### config.mk
export PLATFORM = sky130hd
export DESIGN_NAME = tec_top
export DESIGN_NICKNAME = d
export VERILOG_FILES = /design/src/tec_pkg.sv /design/src/tec_top.sv
export VERILOG_INCLUDE_DIRS = /design/src
export SDC_FILE = /design/constraint.sdc
export NUM_CORES = 1
export LEC_CHECK = 0
export ABC_AREA = 0
export BUFFER_PORTS_ARGS = -buffer_cell sky130_fd_sc_hd__buf_2
export CAP_MARGIN = 15
export CORE_MARGIN = 2
export CORE_UTILIZATION = 55
export CTS_CLUSTER_DIAMETER = 60
export CTS_CLUSTER_SIZE = 24
export DETAILED_ROUTE_END_ITERATION = 16
export PLACE_DENSITY = 0.74
export SETUP_SLACK_MARGIN = 0.4
export SLEW_MARGIN = 10
export SYNTH_ARGS = -nofsm -noshare
export SYNTH_HDL_FRONTEND = slang
export SYNTH_SLANG_ARGS = --single-unit
### constraint.sdc
create_clock -name i_core_clk -period 3.9 [get_ports i_core_clk]
set_clock_uncertainty 0.05 [all_clocks]
set_input_delay 0.78 -clock i_core_clk [delete_from_list [all_inputs] [get_ports i_core_clk]]
set_output_delay 0.78 -clock i_core_clk [all_outputs]
set_load 0.1 [all_outputs]
### src/tec_consts.svh
// Register offsets, field masks and reset values of the three-channel timer
`ifndef TEC_CONSTS_SVH
`define TEC_CONSTS_SVH
`define TEC_OFF_MODE2   12'hf90
`define TEC_OFF_CTRL2   12'hf94
`define TEC_OFF_MODE0   12'hfa0
`define TEC_OFF_OE0     12'hfa4
`define TEC_OFF_MODE1   12'hfa8
`define TEC_OFF_OE1     12'hfac
`define TEC_OFF_MOD0    12'hfb0
`define TEC_OFF_MOD1    12'hfb4
`define TEC_OFF_MOD2    12'hfb8
`define TEC_OFF_CNT0    12'hfc0
`define TEC_OFF_CNT1    12'hfc4
`define TEC_OFF_CNT2    12'hfc8
`define TEC_OFF_IRQ     12'hfcc
`define TEC_MASK_MODE0  8'h7c
`define TEC_MASK_MODE12 8'h7f
`define TEC_MASK_CTRL2  8'h8f
`define TEC_RST_BYTE    8'h00
`define TEC_RST_MOD     8'hff
`define TEC_PRE_W       12
`define TEC_PRE_RST     12'h000
`define TEC_CNT_MAX     8'hff
`endif

### src/tec_pkg.sv
// Types shared by the timer block: bus carriers, register layouts, codes
package tec_pkg;
    typedef enum logic [2:0] {
        SRC_RISE = 3'b000, SRC_FALL = 3'b001, SRC_2 = 3'b010, SRC_3 = 3'b011,
        SRC_4    = 3'b100, SRC_5    = 3'b101, SRC_6 = 3'b110, SRC_7 = 3'b111
    } tec_src_e;
    typedef enum logic [1:0] {
        MODE_8BIT = 2'b00, MODE_PWM = 2'b01, MODE_16BIT = 2'b10, MODE_CARRIER = 2'b11
    } tec_mode_e;
    typedef struct packed {
        logic      rsv;
        tec_src_e  src;
        logic      start_cmd;
        logic      run;
        tec_mode_e mode;
    } tec_mode_s;
    typedef struct packed {
        logic       gate_ctrl_enable;
        logic [2:0] rsv;
        logic       out_enable;
        logic       carrier_suppress;
        logic       level_data_next;
        logic       level_data;
    } tec_ctrl2_s;
    typedef struct packed {
        logic        psel;
        logic        penable;
        logic        pwrite;
        logic [11:0] paddr;
        logic [31:0] pwdata;
    } tec_apb_req_s;
    typedef struct packed {
        logic        pready;
        logic        pslverr;
        logic [31:0] prdata;
    } tec_apb_rsp_s;
endpackage : tec_pkg

### src/tec_top.sv
// Three-channel 8-bit timer/event counter with APB register access
`timescale 1ns/100ps
`include "tec_consts.svh"
module tec_top (
    input  wire logic                i_core_clk,
    input  wire logic                i_nrst,
    input  wire tec_pkg::tec_apb_req_s i_apb,
    output tec_pkg::tec_apb_rsp_s    o_apb,
    input  wire logic [2:0]          i_event_in,
    output logic                     o_ch0_out_pin,
    output logic                     o_ch1_out_pin,
    output logic                     o_ch2_out_pin,
    output logic [2:0]               o_irq_flag
);
    import tec_pkg::*;

    // ******************************************************
    // State
    // ******************************************************
    tec_mode_s    mode_ff [3];
    tec_ctrl2_s   ctrl2_ff;
    logic [1:0]   oe_ff;
    logic [7:0]   mod_ff [3];
    logic [7:0]   cnt_ff [3];
    logic [2:0]   irq_ff;
    logic [2:0]   tout_ff;
    logic [`TEC_PRE_W-1:0] pre_ff;
    logic [2:0]   sync1_ff;
    logic [2:0]   sync2_ff;
    logic [2:0]   sync3_ff;
    tec_apb_rsp_s rsp_ff;
    logic [12:1]  tk;
    logic [2:0]   rise;
    logic [2:0]   fall;
    logic [2:0]   cp;
    logic [2:0]   en;
    logic [2:0]   match;
    logic         wr;
    logic         carrier_mode;
    logic         pwm_mode;
    logic         remote_out;
    tec_apb_rsp_s nxt_rsp;

    // ******************************************************
    // Prescaler and event pin synchronisers
    // ******************************************************
    // Free-running divider; each fx/2^k rate is a one-cycle enable
    always_ff @(posedge i_core_clk) begin
        if (!i_nrst) begin
            pre_ff <= `TEC_PRE_RST;
        end else begin
            pre_ff <= pre_ff + 1'b1;
        end
    end

    for (genvar k = 1; k <= 12; k++) begin : g_tick
        assign tk[k] = &pre_ff[k-1:0];
    end

    // Three stages: edge detect only looks at stages two and three
    always_ff @(posedge i_core_clk) begin
        if (!i_nrst) begin
            sync1_ff <= 3'h0;
            sync2_ff <= 3'h0;
            sync3_ff <= 3'h0;
        end else begin
            sync1_ff <= i_event_in;
            sync2_ff <= sync1_ff;
            sync3_ff <= sync2_ff;
        end
    end

    assign rise = sync2_ff & ~sync3_ff;
    assign fall = ~sync2_ff & sync3_ff;

    // ******************************************************
    // Count pulse selection and run gating
    // ******************************************************
    assign carrier_mode = (mode_ff[1].mode == MODE_8BIT)
                          && (mode_ff[2].mode == MODE_CARRIER);
    assign pwm_mode     = (mode_ff[2].mode == MODE_PWM);

    // Prohibited source codes on channel 0 give no pulse at all
    always_comb begin
        unique case (mode_ff[0].src)
            SRC_RISE: cp[0] = rise[0];
            SRC_FALL: cp[0] = fall[0];
            SRC_4:    cp[0] = tk[10];
            SRC_5:    cp[0] = tk[8];
            SRC_6:    cp[0] = tk[6];
            SRC_7:    cp[0] = tk[4];
            default:  cp[0] = 1'b0;
        endcase
        unique case (mode_ff[1].src)
            SRC_RISE: cp[1] = rise[1];
            SRC_FALL: cp[1] = fall[1];
            SRC_2:    cp[1] = match[2];
            SRC_3:    cp[1] = tk[5];
            SRC_4:    cp[1] = tk[12];
            SRC_5:    cp[1] = tk[10];
            SRC_6:    cp[1] = tk[8];
            SRC_7:    cp[1] = tk[6];
        endcase
        // Cascade: upper byte advances on every lower byte wrap
        if (mode_ff[1].mode == MODE_16BIT) begin
            cp[1] = match[2];
        end
        unique case (mode_ff[2].src)
            SRC_RISE: cp[2] = rise[2];
            SRC_FALL: cp[2] = fall[2];
            SRC_2:    cp[2] = tk[1];
            SRC_3:    cp[2] = 1'b1;
            SRC_4:    cp[2] = tk[10];
            SRC_5:    cp[2] = tk[8];
            SRC_6:    cp[2] = tk[6];
            SRC_7:    cp[2] = tk[4];
        endcase
    end

    // Channel 0 toggle output serves as the sampling clock for gating
    assign en[0] = mode_ff[0].run;
    assign en[1] = mode_ff[1].run;
    assign en[2] = mode_ff[2].run
                   && (!ctrl2_ff.gate_ctrl_enable || tout_ff[0]);

    // Match is the interval event; blocked in the start-clear cycle
    for (genvar n = 0; n < 3; n++) begin : g_match
        if (n == 2) begin : g_pwm
            assign match[n] = cp[n] && en[n] && !mode_ff[n].start_cmd
                && (pwm_mode ? cnt_ff[n] == `TEC_CNT_MAX : cnt_ff[n] == mod_ff[n]);
        end else begin : g_std
            assign match[n] = cp[n] && en[n] && !mode_ff[n].start_cmd
                && (cnt_ff[n] == mod_ff[n]);
        end
    end

    // ******************************************************
    // Counters, interrupt flags and toggle outputs
    // ******************************************************
    // Counter clears on start, wraps on match, else holds or advances
    always_ff @(posedge i_core_clk) begin
        if (!i_nrst) begin
            for (int n = 0; n < 3; n++) begin
                cnt_ff[n] <= `TEC_RST_BYTE;
            end
        end else begin
            for (int n = 0; n < 3; n++) begin
                if (mode_ff[n].start_cmd) begin
                    cnt_ff[n] <= `TEC_RST_BYTE;
                end else if (match[n]) begin
                    cnt_ff[n] <= `TEC_RST_BYTE;
                end else if (cp[n] && en[n]) begin
                    cnt_ff[n] <= cnt_ff[n] + 8'h01;
                end
            end
        end
    end

    // Set beats any clear arriving in the same cycle
    always_ff @(posedge i_core_clk) begin
        if (!i_nrst) begin
            irq_ff <= 3'h0;
        end else begin
            for (int n = 0; n < 3; n++) begin
                if (match[n]) begin
                    irq_ff[n] <= 1'b1;
                end else if (mode_ff[n].start_cmd) begin
                    irq_ff[n] <= 1'b0;
                end else if (wr && i_apb.paddr == `TEC_OFF_IRQ && i_apb.pwdata[n]) begin
                    irq_ff[n] <= 1'b0;
                end
            end
        end
    end

    // PWM: high while the count is below the modulo value
    always_ff @(posedge i_core_clk) begin
        if (!i_nrst) begin
            tout_ff <= 3'h0;
        end else begin
            for (int n = 0; n < 2; n++) begin
                if (mode_ff[n].start_cmd) begin
                    tout_ff[n] <= 1'b0;
                end else if (match[n]) begin
                    tout_ff[n] <= ~tout_ff[n];
                end
            end
            if (pwm_mode) begin
                tout_ff[2] <= cnt_ff[2] < mod_ff[2];
            end else if (match[2]) begin
                tout_ff[2] <= ~tout_ff[2];
            end
        end
    end

    // ******************************************************
    // Pins
    // ******************************************************
    assign remote_out = ctrl2_ff.level_data
                        && (ctrl2_ff.carrier_suppress || tout_ff[2]);

    // Pins lag the toggle flip-flops by one cycle to stay registered
    always_ff @(posedge i_core_clk) begin
        if (!i_nrst) begin
            o_ch0_out_pin <= 1'b0;
            o_ch1_out_pin <= 1'b0;
            o_ch2_out_pin <= 1'b0;
            o_irq_flag    <= 3'h0;
        end else begin
            o_ch0_out_pin <= oe_ff[0] && tout_ff[0];
            o_ch1_out_pin <= oe_ff[1] && tout_ff[1];
            o_ch2_out_pin <= ctrl2_ff.out_enable
                             && (carrier_mode ? remote_out : tout_ff[2]);
            o_irq_flag    <= irq_ff;
        end
    end

    // ******************************************************
    // APB slave
    // ******************************************************
    // Write takes effect at the access edge where pready is seen
    assign wr = i_apb.psel && i_apb.penable && i_apb.pwrite && rsp_ff.pready;

    // Answer prepared in setup so every bus output is registered
    always_comb begin
        nxt_rsp = '0;
        nxt_rsp.pready = i_apb.psel && !i_apb.penable;
        unique case (i_apb.paddr)
            `TEC_OFF_MODE0: nxt_rsp.prdata[7:0] = mode_ff[0];
            `TEC_OFF_MODE1: nxt_rsp.prdata[7:0] = mode_ff[1];
            `TEC_OFF_MODE2: nxt_rsp.prdata[7:0] = mode_ff[2];
            `TEC_OFF_CTRL2: nxt_rsp.prdata[7:0] = ctrl2_ff;
            `TEC_OFF_OE0:   nxt_rsp.prdata[0]   = oe_ff[0];
            `TEC_OFF_OE1:   nxt_rsp.prdata[0]   = oe_ff[1];
            `TEC_OFF_MOD0:  nxt_rsp.prdata[7:0] = mod_ff[0];
            `TEC_OFF_MOD1:  nxt_rsp.prdata[7:0] = mod_ff[1];
            `TEC_OFF_MOD2:  nxt_rsp.prdata[7:0] = mod_ff[2];
            `TEC_OFF_CNT0:  nxt_rsp.prdata[7:0] = cnt_ff[0];
            `TEC_OFF_CNT1:  nxt_rsp.prdata[7:0] = cnt_ff[1];
            `TEC_OFF_CNT2:  nxt_rsp.prdata[7:0] = cnt_ff[2];
            `TEC_OFF_IRQ:   nxt_rsp.prdata[2:0] = irq_ff;
            default:        nxt_rsp.pslverr     = nxt_rsp.pready;
        endcase
    end

    always_ff @(posedge i_core_clk) begin
        if (!i_nrst) begin
            rsp_ff <= '0;
        end else begin
            rsp_ff <= nxt_rsp;
        end
    end
    assign o_apb = rsp_ff;

    // Mode registers; a new start write wins over the self-clear
    always_ff @(posedge i_core_clk) begin
        if (!i_nrst) begin
            for (int n = 0; n < 3; n++) begin
                mode_ff[n] <= `TEC_RST_BYTE;
            end
        end else begin
            for (int n = 0; n < 3; n++) begin
                if (mode_ff[n].start_cmd) begin
                    mode_ff[n].start_cmd <= 1'b0;
                end
            end
            if (wr && i_apb.paddr == `TEC_OFF_MODE0) begin
                mode_ff[0] <= i_apb.pwdata[7:0] & `TEC_MASK_MODE0;
            end
            if (wr && i_apb.paddr == `TEC_OFF_MODE1) begin
                mode_ff[1] <= i_apb.pwdata[7:0] & `TEC_MASK_MODE12;
            end
            if (wr && i_apb.paddr == `TEC_OFF_MODE2) begin
                mode_ff[2] <= i_apb.pwdata[7:0] & `TEC_MASK_MODE12;
            end
        end
    end

    // Channel 1 interrupt latches the next level; beats a software write
    always_ff @(posedge i_core_clk) begin
        if (!i_nrst) begin
            ctrl2_ff <= `TEC_RST_BYTE;
        end else begin
            if (wr && i_apb.paddr == `TEC_OFF_CTRL2) begin
                ctrl2_ff <= i_apb.pwdata[7:0] & `TEC_MASK_CTRL2;
            end
            if (match[1]) begin
                ctrl2_ff.level_data <= ctrl2_ff.level_data_next;
            end
        end
    end

    // Output enables and modulo values
    always_ff @(posedge i_core_clk) begin
        if (!i_nrst) begin
            oe_ff <= 2'h0;
            for (int n = 0; n < 3; n++) begin
                mod_ff[n] <= `TEC_RST_MOD;
            end
        end else begin
            if (wr && i_apb.paddr == `TEC_OFF_OE0) begin
                oe_ff[0] <= i_apb.pwdata[0];
            end
            if (wr && i_apb.paddr == `TEC_OFF_OE1) begin
                oe_ff[1] <= i_apb.pwdata[0];
            end
            if (wr && i_apb.paddr == `TEC_OFF_MOD0) begin
                mod_ff[0] <= i_apb.pwdata[7:0];
            end
            if (wr && i_apb.paddr == `TEC_OFF_MOD1) begin
                mod_ff[1] <= i_apb.pwdata[7:0];
            end
            if (wr && i_apb.paddr == `TEC_OFF_MOD2) begin
                mod_ff[2] <= i_apb.pwdata[7:0];
            end
        end
    end
endmodule : tec_top

==> results by group, run 1 <==
Status
  – Outcome: complete, no violations

Layout
  – # fillers: 883
  – Most common cell after layout, fill and taps aside: edfxtp_1
  – Commonest cells after routing, fill and taps aside: edfxtp_1 (67), dfxtp_1 (50), nand2_1 (46), nor2_1 (46), and2_1 (45)
  – Share of layout cells above drive strength 1: 14.96%
  – Antenna diodes: 0
  – Area Growth Syn to Fin: 13.89%
  – Nets: 734
  – Non-Filler Instances: 822

Clocking
  – Hold-fix buffer count after cts: 0
  – Sink Count: 117
  – Worst-path clk slew: 0.06 ns
  – CTS resizes: 0
  – CTS tree: done
  – Clk buf depth: 2
  – Latest clock arrival within the worst-skew pair: 0.42 ns
  – Clock H-tree levels: 4
  – Total CTS buffers: 17
  – Root Buffer: clkbuf_16
  – Post-CTS setup buffer count: 0

Worst setup path
  – Flop-to-flop setup slack: 1.26 ns
  – Required time worst endpoint: 4.00 ns
  – Critical path peak fanout: 8
  – WS Path Type: input port to flop
  – CP Capture Type: flop
  – CP startpoint kind: input port
  – Worst Path Arrival: 2.79 ns

STA
  – Minimum clock period: 2.688 ns
  – Least-Margin Pin Slew: 0.8073 ns
  – Setup tns final: 0 ns
  – Unrepaired setup endpoints after global routing: no
  – Slew margin rel.: 45.76%
  – Fin crit share: 68.92%
  – Final Hold Fails: 0
  – Final Max Tran Viols: 0
  – PnR worst setup slack: 1.212 ns
  – # setup viols final: 0
  – Fmax: 372.1 MHz

Synth
  – EDFF count, synth: 67
  – Post-synthesis simple-gate area fraction: 23.33%
  – #FFs+latches synth: 117
  – Yosys warnings: 0
  – Top_reg_cell synth: edfxtp_1
  – Post-synthesis mux area share: 3.439%
  – Synthesized netlist cell count: 615
  – Synth cell types: 71
  – Fraction of registers with async set/reset: 0%
  – Post-synthesis xor/xnor area fraction: 6.158%
  – Synth Area in Adders: 2.599%
  – Cell Area, Synth: 6259 µm²
  – Syn Area/Cell: 10.18 µm²
  – Sequential share of the synthesized area: 48.14%
  – Post-synthesis compound-gate area fraction: 10.92%
  – Main combinational cell family by area after synthesis: simple AND/OR/NAND/NOR gates

Global routing
  – Vias in the first global route: 4,893
  – GRT Total Usage: 29.70%
  – Total congestion overflow: 0
  – Largest net degree at the start of global routing: 32
  – Initial antenna violation count: 0
  – First-pass GRT wire length: 27,600 µm

Place
  – Dpl hpwl: 13,200 µm
  – I/O Buffers: 43
  – Placed cell count: 790
  – GP Congestion: 0.9657
  – Pre-CTS setup slack: 0.9211 ns

Detailed routing
  – Total iterations of the first detailed-routing run: 6
  – DRT Wirelength: 17,650 µm
  – Antenna-violating nets left: 0
  – Vias per cell: 6.152
  – Via count: 5,057
  – Post-DR wirelength/cell: 21.47 µm
  – DRC viols: 0
  – Drt initial violations: 635

Pwr
  – Leakage power total: 2.730 nW
  – Pwr Density: 441.8 nW/µm²
  – Sw Share: 26.66%
  – Seq pwr share: 44.0%
  – Clk pwr share: 47.5%
  – Peak VDD IR: 0.3688 mV
  – Switching power: 0.8397 mW
  – Cell-internal power: 2.310 mW
  – Combinational fraction of design power: 8.5%

Worst hold path
  – Min-delay worst type: flop to flop

Run
  – Max_cap viols: 0

Floorplan
  – # IOs: 92
  – Initial core utilization: 56.98%
  – Placeable core region: 10,980 µm²
  – Full die area: 12,250 µm²
  – Die width: 110.7 µm
  – Die Y: 110.7 µm
  – Row count: 38
-- path summary, 6_finish.rpt --
kind,from,cells after the start,end
hold / removal,sync1_ff[1],1,sync2_ff[1]
hold reg to reg,sync1_ff[1],1,sync2_ff[1]
setup / recovery,i_apb[38],6,mod_ff[0][8]
setup reg to reg,pre_ff[0],7,cnt_ff[1][0]
-- critical path, cell delays in order --
cell and delay, ns:
buf_2 0.14, nand3b_2 0.39, nor2_4 0.29, nand2_1 0.14, nor3_1 0.69, or2b_1 0.35
-- through the flow --
stage                     total power [mW]  util [%]  area [µm²]  hold slack (ns)
final                                3.149     64.90        7128           0.3845
after global routing                 3.241     64.90        7128           0.3991
after CTS                            3.154     64.90        7128           0.3902
after detailed placement             1.673     59.64        6550           0.3753
after global placement               1.668     59.64        6550           0.3699
after floorplan                      1.618         -        6345           0.3619
-- synth_stat cells (5+ instances only) --
| master | instances | area, µm² |
|---|---|---|
| a22oi_1 | 9 | 67.56 |
| nor3_1 | 12 | 60.06 |
| a31oi_1 | 8 | 50.05 |
| buf_4 | 27 | 202.7 |
| o21ai_0 | 15 | 75.07 |
| xor2_1 | 25 | 219.0 |
| clkbuf_1 | 9 | 33.78 |
| a21oi_1 | 18 | 90.09 |
| mux2i_1 | 17 | 170.2 |
| nor2_1 | 46 | 172.7 |
| nand4_1 | 12 | 75.07 |
| a21boi_0 | 7 | 52.55 |
| nand2b_1 | 15 | 93.84 |
| and2_1 | 45 | 281.5 |
| inv_1 | 20 | 75.07 |
| nand3_1 | 29 | 145.1 |
| edfxtp_1 | 67 | 2012 |
| and3_1 | 11 | 68.82 |
| dfxtp_1 | 50 | 1001 |
| nor2b_1 | 8 | 50.05 |
| nand2_1 | 46 | 172.7 |
| and4_1 | 5 | 43.79 |
| xnor2_1 | 19 | 166.4 |
| ha_1 | 13 | 162.7 |
-- logic make-up (layout without fill, tap and decap cells) --
group | Yosys count | count (layout)
AO/OA/AOI/OAI | 98 | 98
XOR/XNOR | 44 | 44
adder cells (fa/ha/maj) | 13 | 13
buffers and inverters | 61 | 105
flip-flops | 117 | 117
multiplexers | 20 | 20
other | 1 | 24
AND/OR/NAND/NOR | 261 | 261
-- layout make-up --
cell class | count | area (µm²) | area share [%]
inverter | 20 | 75.07 | 1.053
clock buffer | 20 | 489.2 | 6.863
tap | 140 | 175.2 | 2.457
timing repair buffer | 53 | 290.3 | 4.072
clock inverter | 12 | 88.84 | 1.246
sequential | 117 | 3013 | 42.27
multi-input combinational | 460 | 2997 | 42.04
-- routing by layer --
| layer | vias up | track usage (%) | wire length, µm |
|---|---|---|---|
| met5 | - | 0 | 0 |
| met4 | 0 | 11.92 | 522 |
| met3 | 48 | 6.397 | 1879 |
| met2 | 313 | 45.69 | 8124 |
| met1 | 2404 | 41.12 | 7120 |
| li1 | 2292 | - | - |
-- power by group through the flow --
stage	Clock, mW	Sequential [mW]	Combinational [mW]
global route	1.57	1.39	0.284
global placement	0	1.41	0.260
detailed placement	0	1.41	0.264
finish	1.49	1.39	0.269
floorplan	0	1.39	0.226
CTS	1.50	1.38	0.265
-- flip-flops by register name (all words and copies together), names as in the netlist --
name / count
cnt_ff: 24
ctrl2_ff: 5
irq_ff: 3
mod_ff: 24
mode_ff: 19
o_apb: 10
o_ch0_out_pin: 1
o_ch1_out_pin: 1
o_ch2_out_pin: 1
o_irq_flag: 3
oe_ff: 2
pre_ff: 12
sync1_ff: 3
sync2_ff: 3
sync3_ff: 3
tout_ff: 3
Power figures use the tool's default switching activity.
==> inputs of run 2 (changes only) <==
- clock period: 3.9 -> 2.5 ns (I/O delays scaled with it)
==> run 2 against run 1 <==
Effect of this change:
- global-route usage up 1.4 points
- die area unchanged
- core utilization up 4.6 points
- count of clock-buffer cells in the layout up 6
- clock power up 64%
==> results by group, run 2 (synthesis results as in run 1) <==
Clocking
  – CTS tree: done
  – Clock H-tree levels: 4
  – Latest clock arrival within the worst-skew pair: 0.42 ns
  – Root Buffer: clkbuf_16
  – Clk buf depth: 2
  – Sink Count: 117
  – Total CTS buffers: 17
  – Worst-path clk slew: 0.05 ns

Worst setup path
  – CP Capture Type: flop
  – Crit-path max cell delay: 0.48 ns
  – Critical path peak fanout: 8
  – Crit path top cell by count: nor3_2
  – CP max-delay cell: edfxtp_1
  – RR Startpoint: mod_ff[0][22]
  – Critical path cell sequence: inv_1 -> ha_4 -> nand4_1 -> nor3_2 -> a31oi_2 -> buf_4 -> nor3_2 -> a311o_2 -> nor2_1
  – Worst Path Arrival: 2.44 ns
  – Required time worst endpoint: 2.73 ns
  – Crit path from: mod_ff[0][22]
  – CP startpoint kind: flop
  – WS Path Type: flop to flop

STA
  – Unrepaired setup endpoints after global routing: yes
  – Final Hold Fails: 0
  – # setup viols final: 0
  – Minimum clock period: 2.210 ns
  – Final Max Tran Viols: 0
  – Setup tns final: 0 ns
  – Fmax: 452.5 MHz
  – Fin crit share: 88.40%
  – Slew margin rel.: 61.64%
  – Least-Margin Pin Slew: 0.5742 ns

Floorplan
  – Die Y: 110.7 µm
  – Initial core utilization: 56.98%
  – Row count: 38
  – Die width: 110.7 µm
  – # IOs: 92
  – Placeable core region: 10,980 µm²
  – Full die area: 12,250 µm²

Global routing
  – GRT Total Usage: 31.13%
  – Vias in the first global route: 5,155
  – Total congestion overflow: 0
  – First-pass GRT wire length: 28,970 µm
  – Initial antenna violation count: 0
  – Largest net degree at the start of global routing: 35

Layout
  – # fillers: 835
  – Most common cell after layout, fill and taps aside: edfxtp_1
  – Commonest cells after routing, fill and taps aside: edfxtp_1 (67), buf_4 (54), dfxtp_1 (47), and2_1 (45), buf_2 (43)
  – Share of layout cells above drive strength 1: 23.28%
  – Antenna diodes: 0
  – Post-Route Utilization: 69.53%
  – Area Growth Syn to Fin: 22.01%
  – Largest registers: cnt_ff: 24 flops, mod_ff: 24 flops, mode_ff: 19 flops
  – Nets: 778

Pwr
  – Combinational fraction of design power: 9.5%
  – Peak VDD IR: 0.6698 mV
  – Cell-internal power: 3.804 mW
  – Switching power: 1.272 mW
  – Seq pwr share: 42.3%
  – Sw Share: 25.07%
  – Clk pwr share: 48.2%
  – Leakage power total: 2.991 nW
  – Pwr Density: 664.8 nW/µm²

Detailed routing
  – Post-DR wirelength/cell: 21.73 µm
  – DRC viols: 0
  – Drt initial violations: 515
  – Via count: 5,270
  – Total iterations of the first detailed-routing run: 5
  – Antenna-violating nets left: 0
  – DRT Wirelength: 18,820 µm
  – Vias per cell: 6.085

Worst hold path
  – Hold Startpoint: i_event_in[1]
  – Min-delay worst type: input port to flop

Run
  – Max_cap viols: 0

Place
  – GP Congestion: 0.9896
  – Dpl hpwl: 13,900 µm
  – I/O Buffers: 43

Status
  – Outcome: complete, no violations
## run 2: changes by cell type in the layout (fill, tap and decap cells not counted), moves of 4 or more
cell,change
buf_4,+44
nand2_1,-4
nor2_1,-4
nor2_2,+4
## run 2: routing by layer
| metal | wire length (µm) | vias up | share of wire, % | GRT usage (%) |
|---|---|---|---|---|
| li1 | - | 2379 | - | - |
| met1 | 7636 | 2522 | 41 | 42.14 |
| met2 | 8513 | 312 | 45 | 47.81 |
| met3 | 1857 | 57 | 9.9 | 7.162 |
| met4 | 810 | 0 | 4.3 | 14.17 |
| met5 | 0 | - | 0 | 0 |
## run 2: worst max-delay path: cells and delay by family (launching register included)
| family | cells | cell delay (ns) |
|---|---|---|
| AOI/OAI and AO/OA | 2 | 0.68 |
| adders and majority gates | 1 | 0.22 |
| buffers and inverters | 2 | 0.32 |
| DFF | 1 | 0.48 |
| and+or+nand+nor | 4 | 0.33 |
## run 2: final cells by class
type	count	area [µm²]	area share [%]
well taps	140	175.2	2.294
multi-input cells	460	3146	41.19
flip-flops and latches	117	3017	39.51
clock inverters	6	61.31	0.8029
inverters	20	75.07	0.9831
repair buffers	97	620.6	8.127
clock buffers	26	541.8	7.095
## run 2: path summary, 6_finish.rpt
kind                                     end  slack [ns]  cells past startpoint
worst max-delay path            cnt_ff[2][4]        0.29                      9
worst min-delay path             sync1_ff[1]        0.24                      2
worst max register to register  cnt_ff[2][4]        0.29                      9
worst min register to register   sync2_ff[1]        0.38                      1
## run 2: repair_timing
item                       4_1_cts  5_1_grt
setup endpoints to repair       45       46
buffers inserted                12        3
gates resized for setup         14       12
hold buffers                     0        0
pin swaps                       20        4
## run 2: power groups by stage
stage	Clock, mW	Combinational (mW)	Sequential, mW
global placement	0	0.447	2.18
global route	2.53	0.508	2.15
detailed placement	0	0.454	2.19
CTS	2.45	0.470	2.15
floorplan	0	0.354	2.17
finish	2.45	0.481	2.15
## run 2: metrics by stage
stage	hold WS (ns)	std cells	setup WS [ns]	instance area, µm²	total power, mW
after detailed placement	0.3696	819	0.1160	6785	2.640
after global placement	0.3698	819	0.1819	6785	2.630
final	0.2352	866	0.2899	7636	5.076
after floorplan	0.3619	638	0.4320	6362	2.526
after global routing	0.2350	866	0.2076	7636	5.193
after CTS	0.2261	863	0.3120	7548	5.069
